[src/aec_defs.svh]
`ifndef AEC_DEFS_SVH
`define AEC_DEFS_SVH

// ----------------------------------------------------------------------------
// Register byte offsets
// ----------------------------------------------------------------------------
`define AEC_OFF_CTRL      5'h00
`define AEC_OFF_CLKSEL    5'h04
`define AEC_OFF_GATE      5'h08
`define AEC_OFF_COUNT     5'h0C
`define AEC_OFF_PWM_CMP   5'h10
`define AEC_OFF_PWM_DATA  5'h14
`define AEC_OFF_IRQ       5'h18

// ----------------------------------------------------------------------------
// Control/status register fields
// ----------------------------------------------------------------------------
`define AEC_CTRL_OVH      7
`define AEC_CTRL_OVL      6
`define AEC_CTRL_SPLIT    4
`define AEC_CTRL_HIGH_COUNT_ENABLE     3
`define AEC_CTRL_LOW_COUNT_ENABLE     2
`define AEC_CTRL_CRCH     1
`define AEC_CTRL_CRCL     0

// ----------------------------------------------------------------------------
// Clock select register fields (high select, high edge, low select, low edge)
// ----------------------------------------------------------------------------
`define AEC_CS_HSEL       7:6
`define AEC_CS_HEDGE      5:4
`define AEC_CS_LSEL       3:2
`define AEC_CS_LEDGE      1:0

// ----------------------------------------------------------------------------
// Gate register fields
// ----------------------------------------------------------------------------
`define AEC_GT_PWME       0
`define AEC_GT_EDGE       2:1
`define AEC_GT_PWMSEL     5:4

// ----------------------------------------------------------------------------
// Interrupt register fields
// ----------------------------------------------------------------------------
`define AEC_IRQ_CNT_REQ   0
`define AEC_IRQ_GATE_REQ  1
`define AEC_IRQ_CNT_EN    8
`define AEC_IRQ_GATE_EN   9

// ----------------------------------------------------------------------------
// Reset values and counts
// ----------------------------------------------------------------------------
`define AEC_RST_BYTE      8'h00
`define AEC_RST_WORD      16'h0000
`define AEC_CNT8_MAX      8'hFF
`define AEC_CNT8_ONE      8'h01
`define AEC_CNT16_ONE     16'h0001

`endif

[src/aec_pkg.sv]
package aec_pkg;

  // Counter clock source; the reset value selects the event pin.
  typedef enum logic [1:0] {
    AEC_SRC_PIN  = 2'b00,
    AEC_SRC_DIV2 = 2'b01,
    AEC_SRC_DIV4 = 2'b10,
    AEC_SRC_DIV8 = 2'b11
  } aec_src_e;

  // Edge sensing; the reset value senses falling edges.
  typedef enum logic [1:0] {
    AEC_EDGE_FALL = 2'b00,
    AEC_EDGE_RISE = 2'b01,
    AEC_EDGE_BOTH = 2'b10,
    AEC_EDGE_ALL  = 2'b11
  } aec_edge_e;

endpackage

[src/aec_sync.sv]
`timescale 1ns/1ns
module aec_sync (
  input  wire logic i_clk,
  input  wire logic i_rstn,
  input  wire logic i_ce,
  input  wire logic i_pin,
  output logic      o_level,
  output logic      o_rise,
  output logic      o_fall
);

  logic       s1_ff, s2_ff, s3_ff, lvl_ff, rise_ff, fall_ff;
  logic [1:0] warm_ff;
  wire        armed = (warm_ff == 2'b11);
  wire        agree = (s2_ff == s3_ff);
  wire        chg   = armed && agree && (s2_ff != lvl_ff);

  // Three stages; a change is taken only once stages two and three agree.
  // The stages reset to 0 whatever the pin shows, so the level is loaded
  // silently until real samples fill stages two and three; otherwise a pin
  // that idles high would report a false rising edge after every reset.
  always_ff @(posedge i_clk) begin
    if (!i_rstn) begin
      {s1_ff, s2_ff, s3_ff, lvl_ff, rise_ff, fall_ff} <= 6'h00;
      warm_ff <= 2'b00;
    end else if (i_ce) begin
      s1_ff   <= i_pin;
      s2_ff   <= s1_ff;
      s3_ff   <= s2_ff;
      warm_ff <= armed ? warm_ff : warm_ff + 2'b01;
      lvl_ff  <= (agree || !armed) ? s2_ff : lvl_ff;
      rise_ff <= chg && s2_ff;
      fall_ff <= chg && !s2_ff;
    end
  end

  assign o_level = lvl_ff;
  assign o_rise  = rise_ff;
  assign o_fall  = fall_ff;

endmodule

[src/aec_pwm.sv]
`timescale 1ns/1ns
`include "aec_defs.svh"
module aec_pwm (
  input  wire logic        i_clk,
  input  wire logic        i_rstn,
  input  wire logic        i_ce,
  input  wire logic        i_en,
  input  wire logic        i_tick,
  input  wire logic [15:0] i_cmp,
  input  wire logic [15:0] i_data,
  output logic             o_out
);

  logic [15:0] cnt_ff;
  logic        out_ff;
  wire  [15:0] nxt_cnt = (cnt_ff == i_cmp) ? `AEC_RST_WORD : cnt_ff + `AEC_CNT16_ONE;

  // Low for data+1 periods, high for the rest of a cmp+1 period frame.
  always_ff @(posedge i_clk) begin
    if (!i_rstn || (i_ce && !i_en)) begin
      cnt_ff <= `AEC_RST_WORD;
      out_ff <= 1'b0;
    end else if (i_ce && i_tick) begin
      cnt_ff <= nxt_cnt;
      out_ff <= (nxt_cnt > i_data);
    end
  end

  assign o_out = out_ff;
endmodule

[src/aec_top.sv]
// Operation
// - Split bit 0 chains high and low counters into one 16-bit counter.
// - In 16-bit mode low counter overflow increments the high counter.
// - 16-bit mode low clock: clk/2, clk/4, clk/8 or low pin, by low select.
// - Reset gives split 0 and low select 00: 16-bit, low pin falling edges.
// - Low edge select picks which low pin edges count.
// - 16-bit count FFFF wraps to 0000, sets high overflow, keeps counting.
// - Any overflow sets counter request; forwarded when its enable is 1.
// - Split bit 1 runs two independent 8-bit counters.
// - 8-bit mode high clock: clk/2, clk/4, clk/8 or high pin, by high select.
// - High edge select picks which high pin edges count.
// - 8-bit high counter at FF wraps to 00 and sets high overflow.
// - 8-bit low counter at FF wraps to 00 and sets low overflow.
// - A counter counts only while its count enable is 1, else holds.
// - PWM gating off: counters count only while gate pin is high.
// - Gating acts on both counters together, never separately.
// - Gate pin edges are also an interrupt source.
// - Gate interrupt sets gate request; forwarded when gate enable is 1.
// - Gate edge select picks rising, falling or both gate pin edges.
// - PWM gating on: counters count only while PWM output is high.
// - PWM output edges set the same gate request flag.
// - Same gate edge select applies to PWM output edges.
// - Gating cuts counting abruptly; one count error is acceptable.
`timescale 1ns/1ns
`include "aec_defs.svh"
module aec_top
  import aec_pkg::*;
(
  input  wire logic        i_clk,
  input  wire logic        i_rstn,
  input  wire logic        i_ce,
  input  wire logic        i_low_event_pin,
  input  wire logic        i_high_event_pin,
  input  wire logic        i_gate_pin,
  input  wire logic        i_hsel,
  input  wire logic [31:0] i_haddr,
  input  wire logic [1:0]  i_htrans,
  input  wire logic        i_hwrite,
  input  wire logic [2:0]  i_hsize,
  input  wire logic [31:0] i_hwdata,
  input  wire logic        i_hready,
  output logic [31:0]      o_hrdata,
  output logic             o_hreadyout,
  output logic             o_hresp,
  output logic             o_counter_irq,
  output logic             o_gate_irq,
  output logic             o_pwm_gate_output
);

  // ----------------------------------------------------------------------------
  // Helpers
  // ----------------------------------------------------------------------------

  // Prescaler strobe for a divided source; the pin source yields none.
  function automatic logic div_tick(input logic [1:0] sel, input logic [3:0] p);
    case (sel)
      AEC_SRC_DIV2: div_tick = p[0];
      AEC_SRC_DIV4: div_tick = &p[1:0];
      AEC_SRC_DIV8: div_tick = &p[2:0];
      default:      div_tick = 1'b0;
    endcase
  endfunction

  // Edge selection shared by the event pins, the gate pin and the PWM output.
  function automatic logic edge_hit(input logic [1:0] sel, input logic r, input logic f);
    case (sel)
      AEC_EDGE_FALL: edge_hit = f;
      AEC_EDGE_RISE: edge_hit = r;
      default:       edge_hit = r | f;
    endcase
  endfunction

  // ----------------------------------------------------------------------------
  // State
  // ----------------------------------------------------------------------------
  logic [7:0]  ctrl_ff;
  logic [7:0]  clksel_ff;
  logic [7:0]  gate_ff;
  logic [15:0] pwm_cmp_ff;
  logic [15:0] pwm_data_ff;
  logic        cnt_req_ff, gate_req_ff, cnt_en_ff, gate_en_ff;
  logic [7:0]  low_ff, high_ff;
  logic [3:0]  presc_ff;
  logic        wr_pend_ff, rd_pend_ff;
  logic [2:0]  idx_ff;
  logic [31:0] hrdata_ff;
  logic        hreadyout_ff, counter_irq_ff, gate_irq_ff;

  // ----------------------------------------------------------------------------
  // Pin synchronisers
  // ----------------------------------------------------------------------------
  logic low_lvl, low_rise, low_fall;
  logic high_lvl, high_rise, high_fall;
  logic gate_lvl, gate_rise, gate_fall;
  logic pwm_out;
  logic pwm_d_ff;

  aec_sync u_sync_low (
    .i_clk   (i_clk),
    .i_rstn  (i_rstn),
    .i_ce    (i_ce),
    .i_pin   (i_low_event_pin),
    .o_level (low_lvl),
    .o_rise  (low_rise),
    .o_fall  (low_fall)
  );

  aec_sync u_sync_high (
    .i_clk   (i_clk),
    .i_rstn  (i_rstn),
    .i_ce    (i_ce),
    .i_pin   (i_high_event_pin),
    .o_level (high_lvl),
    .o_rise  (high_rise),
    .o_fall  (high_fall)
  );

  aec_sync u_sync_gate (
    .i_clk   (i_clk),
    .i_rstn  (i_rstn),
    .i_ce    (i_ce),
    .i_pin   (i_gate_pin),
    .o_level (gate_lvl),
    .o_rise  (gate_rise),
    .o_fall  (gate_fall)
  );

  // ----------------------------------------------------------------------------
  // Field decode
  // ----------------------------------------------------------------------------
  wire       split   = ctrl_ff[`AEC_CTRL_SPLIT];
  wire       high_count_enable    = ctrl_ff[`AEC_CTRL_HIGH_COUNT_ENABLE];
  wire       low_count_enable    = ctrl_ff[`AEC_CTRL_LOW_COUNT_ENABLE];
  wire       crch    = ctrl_ff[`AEC_CTRL_CRCH];
  wire       crcl    = ctrl_ff[`AEC_CTRL_CRCL];
  wire [1:0] lsel    = clksel_ff[`AEC_CS_LSEL];
  wire [1:0] hsel    = clksel_ff[`AEC_CS_HSEL];
  wire       pwm_en  = gate_ff[`AEC_GT_PWME];
  wire [1:0] gedge   = gate_ff[`AEC_GT_EDGE];
  wire [1:0] pwm_sel = gate_ff[`AEC_GT_PWMSEL];

  // PWM source period is clk/2, /4, /8 or /16.
  wire pwm_tick = (pwm_sel == 2'b11) ? &presc_ff : div_tick(2'(pwm_sel + 2'b01), presc_ff);

  aec_pwm u_pwm (
    .i_clk  (i_clk),
    .i_rstn (i_rstn),
    .i_ce   (i_ce),
    .i_en   (pwm_en),
    .i_tick (pwm_tick),
    .i_cmp  (pwm_cmp_ff),
    .i_data (pwm_data_ff),
    .o_out  (pwm_out)
  );

  // One gate level serves both counters, so they cannot be gated apart.
  wire gate_open = pwm_en ? pwm_out : gate_lvl;

  // Edges of whichever signal gates the counters raise the gate request.
  wire pwm_rise = pwm_out && !pwm_d_ff;
  wire pwm_fall = !pwm_out && pwm_d_ff;
  wire gate_hit = pwm_en ? edge_hit(gedge, pwm_rise, pwm_fall)
                         : edge_hit(gedge, gate_rise, gate_fall);

  // ----------------------------------------------------------------------------
  // Counter clocks
  // ----------------------------------------------------------------------------
  // Gating is applied to the tick itself, so a gate change mid-period simply
  // drops or keeps that tick; this is the tolerated one-count error.
  wire low_src  = (lsel == AEC_SRC_PIN) ? edge_hit(clksel_ff[`AEC_CS_LEDGE],
                  low_rise, low_fall) : div_tick(lsel, presc_ff);
  wire high_src = (hsel == AEC_SRC_PIN) ? edge_hit(clksel_ff[`AEC_CS_HEDGE],
                  high_rise, high_fall) : div_tick(hsel, presc_ff);
  wire tick_l   = low_count_enable && gate_open && low_src;
  wire tick_h   = high_count_enable && gate_open && high_src;
  wire low_top  = (low_ff == `AEC_CNT8_MAX);
  wire high_top = (high_ff == `AEC_CNT8_MAX);

  // In 16-bit mode the high counter is clocked by the low counter's carry.
  wire inc_l    = crcl && tick_l;
  wire inc_h    = crch && (split ? tick_h : (inc_l && low_top && high_count_enable));
  wire set_ovl  = split && inc_l && low_top;
  wire set_ovh  = inc_h && high_top;
  wire set_creq = set_ovl || set_ovh;

  // ----------------------------------------------------------------------------
  // Bus decode
  // ----------------------------------------------------------------------------
  wire       accept = i_hsel && i_htrans[1] && i_hready;
  wire       wr_now = wr_pend_ff;
  wire [4:0] woff   = {idx_ff, 2'b00};
  wire       wr_ctl = wr_now && (woff == `AEC_OFF_CTRL);
  wire       wr_cs  = wr_now && (woff == `AEC_OFF_CLKSEL);
  wire       wr_gt  = wr_now && (woff == `AEC_OFF_GATE);
  wire       wr_cmp = wr_now && (woff == `AEC_OFF_PWM_CMP);
  wire       wr_dat = wr_now && (woff == `AEC_OFF_PWM_DATA);
  wire       wr_irq = wr_now && (woff == `AEC_OFF_IRQ);

  // Overflow and request flags clear on a written 0; a set in the same cycle wins.
  wire clr_ovh  = wr_ctl && !i_hwdata[`AEC_CTRL_OVH];
  wire clr_ovl  = wr_ctl && !i_hwdata[`AEC_CTRL_OVL];
  wire clr_creq = wr_irq && !i_hwdata[`AEC_IRQ_CNT_REQ];
  wire clr_greq = wr_irq && !i_hwdata[`AEC_IRQ_GATE_REQ];
  wire nxt_ovh  = set_ovh || (ctrl_ff[`AEC_CTRL_OVH] && !clr_ovh);
  wire nxt_ovl  = set_ovl || (ctrl_ff[`AEC_CTRL_OVL] && !clr_ovl);
  wire nxt_creq = set_creq || (cnt_req_ff && !clr_creq);
  wire nxt_greq = gate_hit || (gate_req_ff && !clr_greq);
  wire [7:0] nxt_ctrl = {nxt_ovh, nxt_ovl,
                         wr_ctl ? i_hwdata[5:0] : ctrl_ff[5:0]};

  // Read mux for the data phase of a read.
  wire [4:0]  roff = {idx_ff, 2'b00};
  wire [31:0] nxt_hrdata =
    (roff == `AEC_OFF_CTRL)     ? {24'h000000, ctrl_ff}     :
    (roff == `AEC_OFF_CLKSEL)   ? {24'h000000, clksel_ff}   :
    (roff == `AEC_OFF_GATE)     ? {24'h000000, gate_ff}     :
    (roff == `AEC_OFF_COUNT)    ? {16'h0000, high_ff, low_ff} :
    (roff == `AEC_OFF_PWM_CMP)  ? {16'h0000, pwm_cmp_ff}    :
    (roff == `AEC_OFF_PWM_DATA) ? {16'h0000, pwm_data_ff}   :
    (roff == `AEC_OFF_IRQ)      ? {22'h0, gate_en_ff, cnt_en_ff,
                                   6'h00, gate_req_ff, cnt_req_ff} :
    32'h00000000;

  // ----------------------------------------------------------------------------
  // Bus slave: writes take no wait, reads one wait state
  // ----------------------------------------------------------------------------
  always_ff @(posedge i_clk) begin
    if (!i_rstn) begin
      wr_pend_ff   <= 1'b0;
      rd_pend_ff   <= 1'b0;
      idx_ff       <= 3'h0;
      hrdata_ff    <= 32'h00000000;
      hreadyout_ff <= 1'b1;
    end else if (i_ce) begin
      wr_pend_ff   <= accept && i_hwrite;
      rd_pend_ff   <= accept && !i_hwrite;
      idx_ff       <= accept ? i_haddr[4:2] : idx_ff;
      hrdata_ff    <= rd_pend_ff ? nxt_hrdata : hrdata_ff;
      hreadyout_ff <= !(accept && !i_hwrite);
    end
  end

  // ----------------------------------------------------------------------------
  // Software registers
  // ----------------------------------------------------------------------------
  // Reset clears split and both selects: 16-bit, low pin, falling edges.
  always_ff @(posedge i_clk) begin
    if (!i_rstn) begin
      ctrl_ff     <= `AEC_RST_BYTE;
      clksel_ff   <= `AEC_RST_BYTE;
      gate_ff     <= `AEC_RST_BYTE;
      pwm_cmp_ff  <= `AEC_RST_WORD;
      pwm_data_ff <= `AEC_RST_WORD;
    end else if (i_ce) begin
      ctrl_ff     <= nxt_ctrl;
      clksel_ff   <= wr_cs ? i_hwdata[7:0] : clksel_ff;
      gate_ff     <= wr_gt ? i_hwdata[7:0] : gate_ff;
      pwm_cmp_ff  <= wr_cmp ? i_hwdata[15:0] : pwm_cmp_ff;
      pwm_data_ff <= wr_dat ? i_hwdata[15:0] : pwm_data_ff;
    end
  end

  // Interrupt requests, enables and their registered outputs.
  always_ff @(posedge i_clk) begin
    if (!i_rstn) begin
      {cnt_req_ff, gate_req_ff, cnt_en_ff, gate_en_ff} <= 4'h0;
      {counter_irq_ff, gate_irq_ff} <= 2'b00;
    end else if (i_ce) begin
      cnt_req_ff     <= nxt_creq;
      gate_req_ff    <= nxt_greq;
      cnt_en_ff      <= wr_irq ? i_hwdata[`AEC_IRQ_CNT_EN] : cnt_en_ff;
      gate_en_ff     <= wr_irq ? i_hwdata[`AEC_IRQ_GATE_EN] : gate_en_ff;
      counter_irq_ff <= cnt_req_ff && cnt_en_ff;
      gate_irq_ff    <= gate_req_ff && gate_en_ff;
    end
  end

  // ----------------------------------------------------------------------------
  // Counters and prescaler
  // ----------------------------------------------------------------------------
  // A cleared reset-control bit holds its counter at zero.
  always_ff @(posedge i_clk) begin
    if (!i_rstn) begin
      low_ff   <= `AEC_RST_BYTE;
      high_ff  <= `AEC_RST_BYTE;
      presc_ff <= 4'h0;
      pwm_d_ff <= 1'b0;
    end else if (i_ce) begin
      low_ff   <= !crcl ? `AEC_RST_BYTE : low_ff + (inc_l ? `AEC_CNT8_ONE : `AEC_RST_BYTE);
      high_ff  <= !crch ? `AEC_RST_BYTE : high_ff + (inc_h ? `AEC_CNT8_ONE : `AEC_RST_BYTE);
      presc_ff <= presc_ff + 4'h1;
      pwm_d_ff <= pwm_out;
    end
  end

  // Software is trusted to keep PWM data below compare when enabling gating;
  // otherwise the output never rises and counting stalls.

  assign o_hrdata          = hrdata_ff;
  assign o_hreadyout       = hreadyout_ff;
  assign o_hresp           = 1'b0;
  assign o_counter_irq     = counter_irq_ff;
  assign o_gate_irq        = gate_irq_ff;
  assign o_pwm_gate_output = pwm_out;
endmodule

[config.mk]
export PLATFORM = sky130hd
export DESIGN_NAME = aec_top
export DESIGN_NICKNAME = d
export VERILOG_FILES = /design/src/aec_pkg.sv /design/src/aec_sync.sv /design/src/aec_pwm.sv /design/src/aec_top.sv
export VERILOG_INCLUDE_DIRS = /design/src /design/src/src
export SDC_FILE = /design/constraint.sdc
export NUM_CORES = 1
export LEC_CHECK = 0
export ABC_AREA = 0
export BUFFER_PORTS_ARGS = -buffer_cell sky130_fd_sc_hd__buf_2
export CAP_MARGIN = 20
export CORE_MARGIN = 10
export CORE_UTILIZATION = 35
export DETAILED_ROUTE_END_ITERATION = 10
export PLACE_DENSITY_LB_ADDON = 0.25
export SLEW_MARGIN = 5
export SYNTH_ARGS = -nofsm -noshare
export SYNTH_HDL_FRONTEND = slang
export SYNTH_SLANG_ARGS = --single-unit
export TNS_END_PERCENT = 30
[constraint.sdc]
create_clock -name i_clk -period 8.05 [get_ports i_clk]
set_input_delay 0.4025 -clock i_clk [delete_from_list [all_inputs] [get_ports i_clk]]
set_output_delay 0.4025 -clock i_clk [all_outputs]
set_load 0.05 [all_outputs]
==> impl_metrics.yaml <==
floorplan:
  rows: 55
  fp.dieArea_sq_um: 29200
  core_sq_um: 22600
  die_w_um: 171
  start_util_pct: 35.4
  dieHeight_um: 171
  io_pins: 115
cts:
  htree_num_levels: 4
  cts_buffer_depth: 2
  clk_latency_ns: 0.42
  cts_setup_buffers: 0
  cts_tree: "built"
  cts_root_buf: "clkbuf_16"
  cts_sinks: 146
  hold_buffers: 0
  cts_resized: 0
  clk_pin_slew_ns: 0.06
  numCtsBuffers: 17
timing:
  min_period_ns: 3.28
  fmax_mhz: 305
  worst_pin_slew_ns: 1.01
  fin_skew_ns: 0.00759
  setup_violations: 0
  period_share_pct: 40.8
  hold_violations: 0
  tns_ns: 0
  worst_hold_slack_ns: 0.222
  slew_viol_final: 0
  timing.max_slew.rel_slack_pct: 31.9
  rsz0062_at_grt: "false"
global_routing:
  overflow: 0
  grt_pass1_wl_um: 34000
  grt_pass1_vias: 6213
  grtUsageTotal_pct: 14.8
  antenna_found_initial: 3
  grt_max_degree: 77
synth:
  synthTopCellsByCount: "146 x dfxtp_1, 139 x nand2_1, 44 x nor2_1, 43 x nand3_1, 43 x nor2b_1"
  yosys_warnings: 0
  yosysUniqueCellTypes: 60
  post_synth_mux_area_share_pct: 7.57
  synth.area.top_cells: "dfxtp_1 37%, nand2_1 6.5%, mux2i_1 4.9%"
  synth_top_family_by_area: "simple AND/OR/NAND/NOR gates"
  synth_xor_area_share_pct: 4.72
  synthFlopType: "dfxtp_1"
  yosysMostFrequentCell: "dfxtp_1"
  synth-async-reset-ratio_pct: 0
  syn_inst: 938
  synth_area_per_cell_sq_um: 8.51
  syn_area_sq_um: 7980
  synth_top_area_share_pct: 36.6
  yosys.area_share.adder_pct: 4.39
  ys_seq_area_share_pct: 36.6
  synth_area_leader_cell: "dfxtp_1"
  synth_compound_area_share_pct: 15.0
  synth_edf_count: 0
  synth_seq_cells: 146
  yosys.area_share.simple_pct: 24.9
drt:
  ant_nets: 0
  dr.pass1.iters: 5
  via_count: 6530
  drt_iter0_markers: 454
  routed_wl_um: 21200
  via_per_inst: 5.24
  drc: 0
  wire_per_inst_um: 17.0
placed_design:
  portBuffers: 48
  dp_hpwl_um: 15100
  gp_congestion: 0.849
setup_path:
  crit_path_end_kind: "flop"
  cp.arrival_ns: 3.60
  critical_path.max_fanout: 15
  crit_path_start_kind: "flop"
  crit_type: "reg2reg"
  worstPathRequired_ns: 8.37
layout:
  syn_to_final_growth_pct: 10.6
  final_nets: 1051
  drive_above_1_share_pct: 11.4
outcome:
  status: "complete, no violations"
power:
  p_leak_nw: 3.36
  p_per_area_nw_per_um2: 183
  peakVddDrop_mv: 0.118
run:
  cap_violations: 0
min_path:
  hp-class: "in2reg"
[metal layers]
layer / global-route usage (%) / wire length (um)
met2: 23.1 / 9580
met3: 3.71 / 1140
met4: 4.31 / 293
met5: 0 / 0
met1: 19.6 / 10200
[cells in the final DEF (no fill, tap or decap), types with 4 or more instances in the layout]
cell | Yosys | layout
dfxtp_1 | 146 | 145
nand2_1 | 139 | 139
buf_2 | 27 | 48
nor2_1 | 44 | 44
nor2b_1 | 43 | 43
nand3_1 | 43 | 43
xor2_1 | 40 | 40
mux2i_1 | 39 | 39
a21boi_0 | 33 | 33
inv_1 | 29 | 29
ha_1 | 28 | 28
a21boi_1 | 24 | 24
nand4_1 | 23 | 23
o21ai_0 | 22 | 22
o21ai_1 | 17 | 17
and3_1 | 17 | 17
conb_1 | 1 | 17
clkbuf_16 | 0 | 17
a21oi_1 | 16 | 16
nor4_1 | 15 | 15
nor3_1 | 11 | 11
o211ai_1 | 10 | 10
and2_1 | 10 | 10
a221oi_1 | 9 | 9
a22oi_1 | 9 | 9
nor3b_1 | 7 | 7
mux2_2 | 6 | 6
mux4_2 | 6 | 6
or3_1 | 6 | 6
nand2b_1 | 6 | 6
and4_1 | 6 | 6
o211a_1 | 5 | 5
clkinvlp_4 | 0 | 5
buf_4 | 23 | 5
diode_2 | 0 | 4
a21o_1 | 4 | 4
[critical path: stages, from the launching register on]
cell and delay, ns:
dfxtp_1 0.50, xor2_1 0.15, nor4_2 0.35, and4_1 0.60, nor2_1 0.12, ha_1 0.22
or4_1 0.51, a221oi_1 0.22, o21a_1 0.17, o22ai_1 0.09, a32o_1 0.23
[sequential cells by signal, summed over array words and instances (netlist names), 2 cells and up]
name,flops
o_hrdata,16
u_sync_low.warm_ff,2
pwm_data_ff,16
pwm_cmp_ff,16
clksel_ff,8
gate_ff,8
presc_ff,4
low_ff,8
u_sync_high.warm_ff,2
high_ff,8
u_pwm.cnt_ff,16
ctrl_ff,8
u_sync_gate.warm_ff,2
idx_ff,3
[layout make-up]
class / count / area, sq um
fill: 2300 / 13700
multi-input combinational: 697 / 4580
sequential: 146 / 2920
clock buffer: 20 / 457
tap: 285 / 357
timing repair buffer: 53 / 278
inverter: 30 / 115
clock inverter: 12 / 109
antenna: 4 / 10.0
[power breakdown]
group / switching [mW] / internal [mW] / leakage (nW)
sequential: 0.00826 / 0.732 / 1.18
clock: 0.324 / 0.441 / 0.264
combinational: 0.0760 / 0.0310 / 1.92
[kinds of logic (layout without fill, tap and decap cells)]
logic type | after synthesis | after routing
DFF | 146 | 146
xor gates and xnor gates | 43 | 43
muxes | 52 | 52
adders and majority gates | 28 | 28
buffers and inverters | 111 | 115
AOI/OAI and AO/OA | 172 | 172
other | 1 | 21
and+or+nand+nor | 385 | 385
[stage by stage]
stage	std cells	total power, mW	setup WS (ns)	util, %	cell area [sq um]
6_report	1247	1.61	4.77	39.1	8830
5_1_grt	1245	1.67	4.59	39.1	8820
4_1_cts	1243	1.63	4.79	39.1	8820
3_5_place_dp	1211	0.864	4.82	36.6	8250
3_3_place_gp	1211	0.863	4.81	36.6	8250
2_1_floorplan	954	0.841	5.22	-	8040
[path summary, 6_finish.rpt]
check | to | startpoint | slack (ns) | depth (start not counted)
hold / removal | pwm_data_ff[13]$_SDFFE_PN0P_ | i_hwdata[13] | 0.22 | 3
setup / recovery | u_pwm.o_out$_SDFFE_PP0P_ | u_pwm.cnt_ff[6]$_SDFFE_PP0P_ | 4.77 | 10
hold reg to reg | o_hreadyout$_SDFFE_PN1P_ | o_hreadyout$_SDFFE_PN1P_ | 0.45 | 2
setup reg to reg | u_pwm.o_out$_SDFFE_PP0P_ | u_pwm.cnt_ff[6]$_SDFFE_PP0P_ | 4.77 | 10
Power figures use the tool's default switching activity.
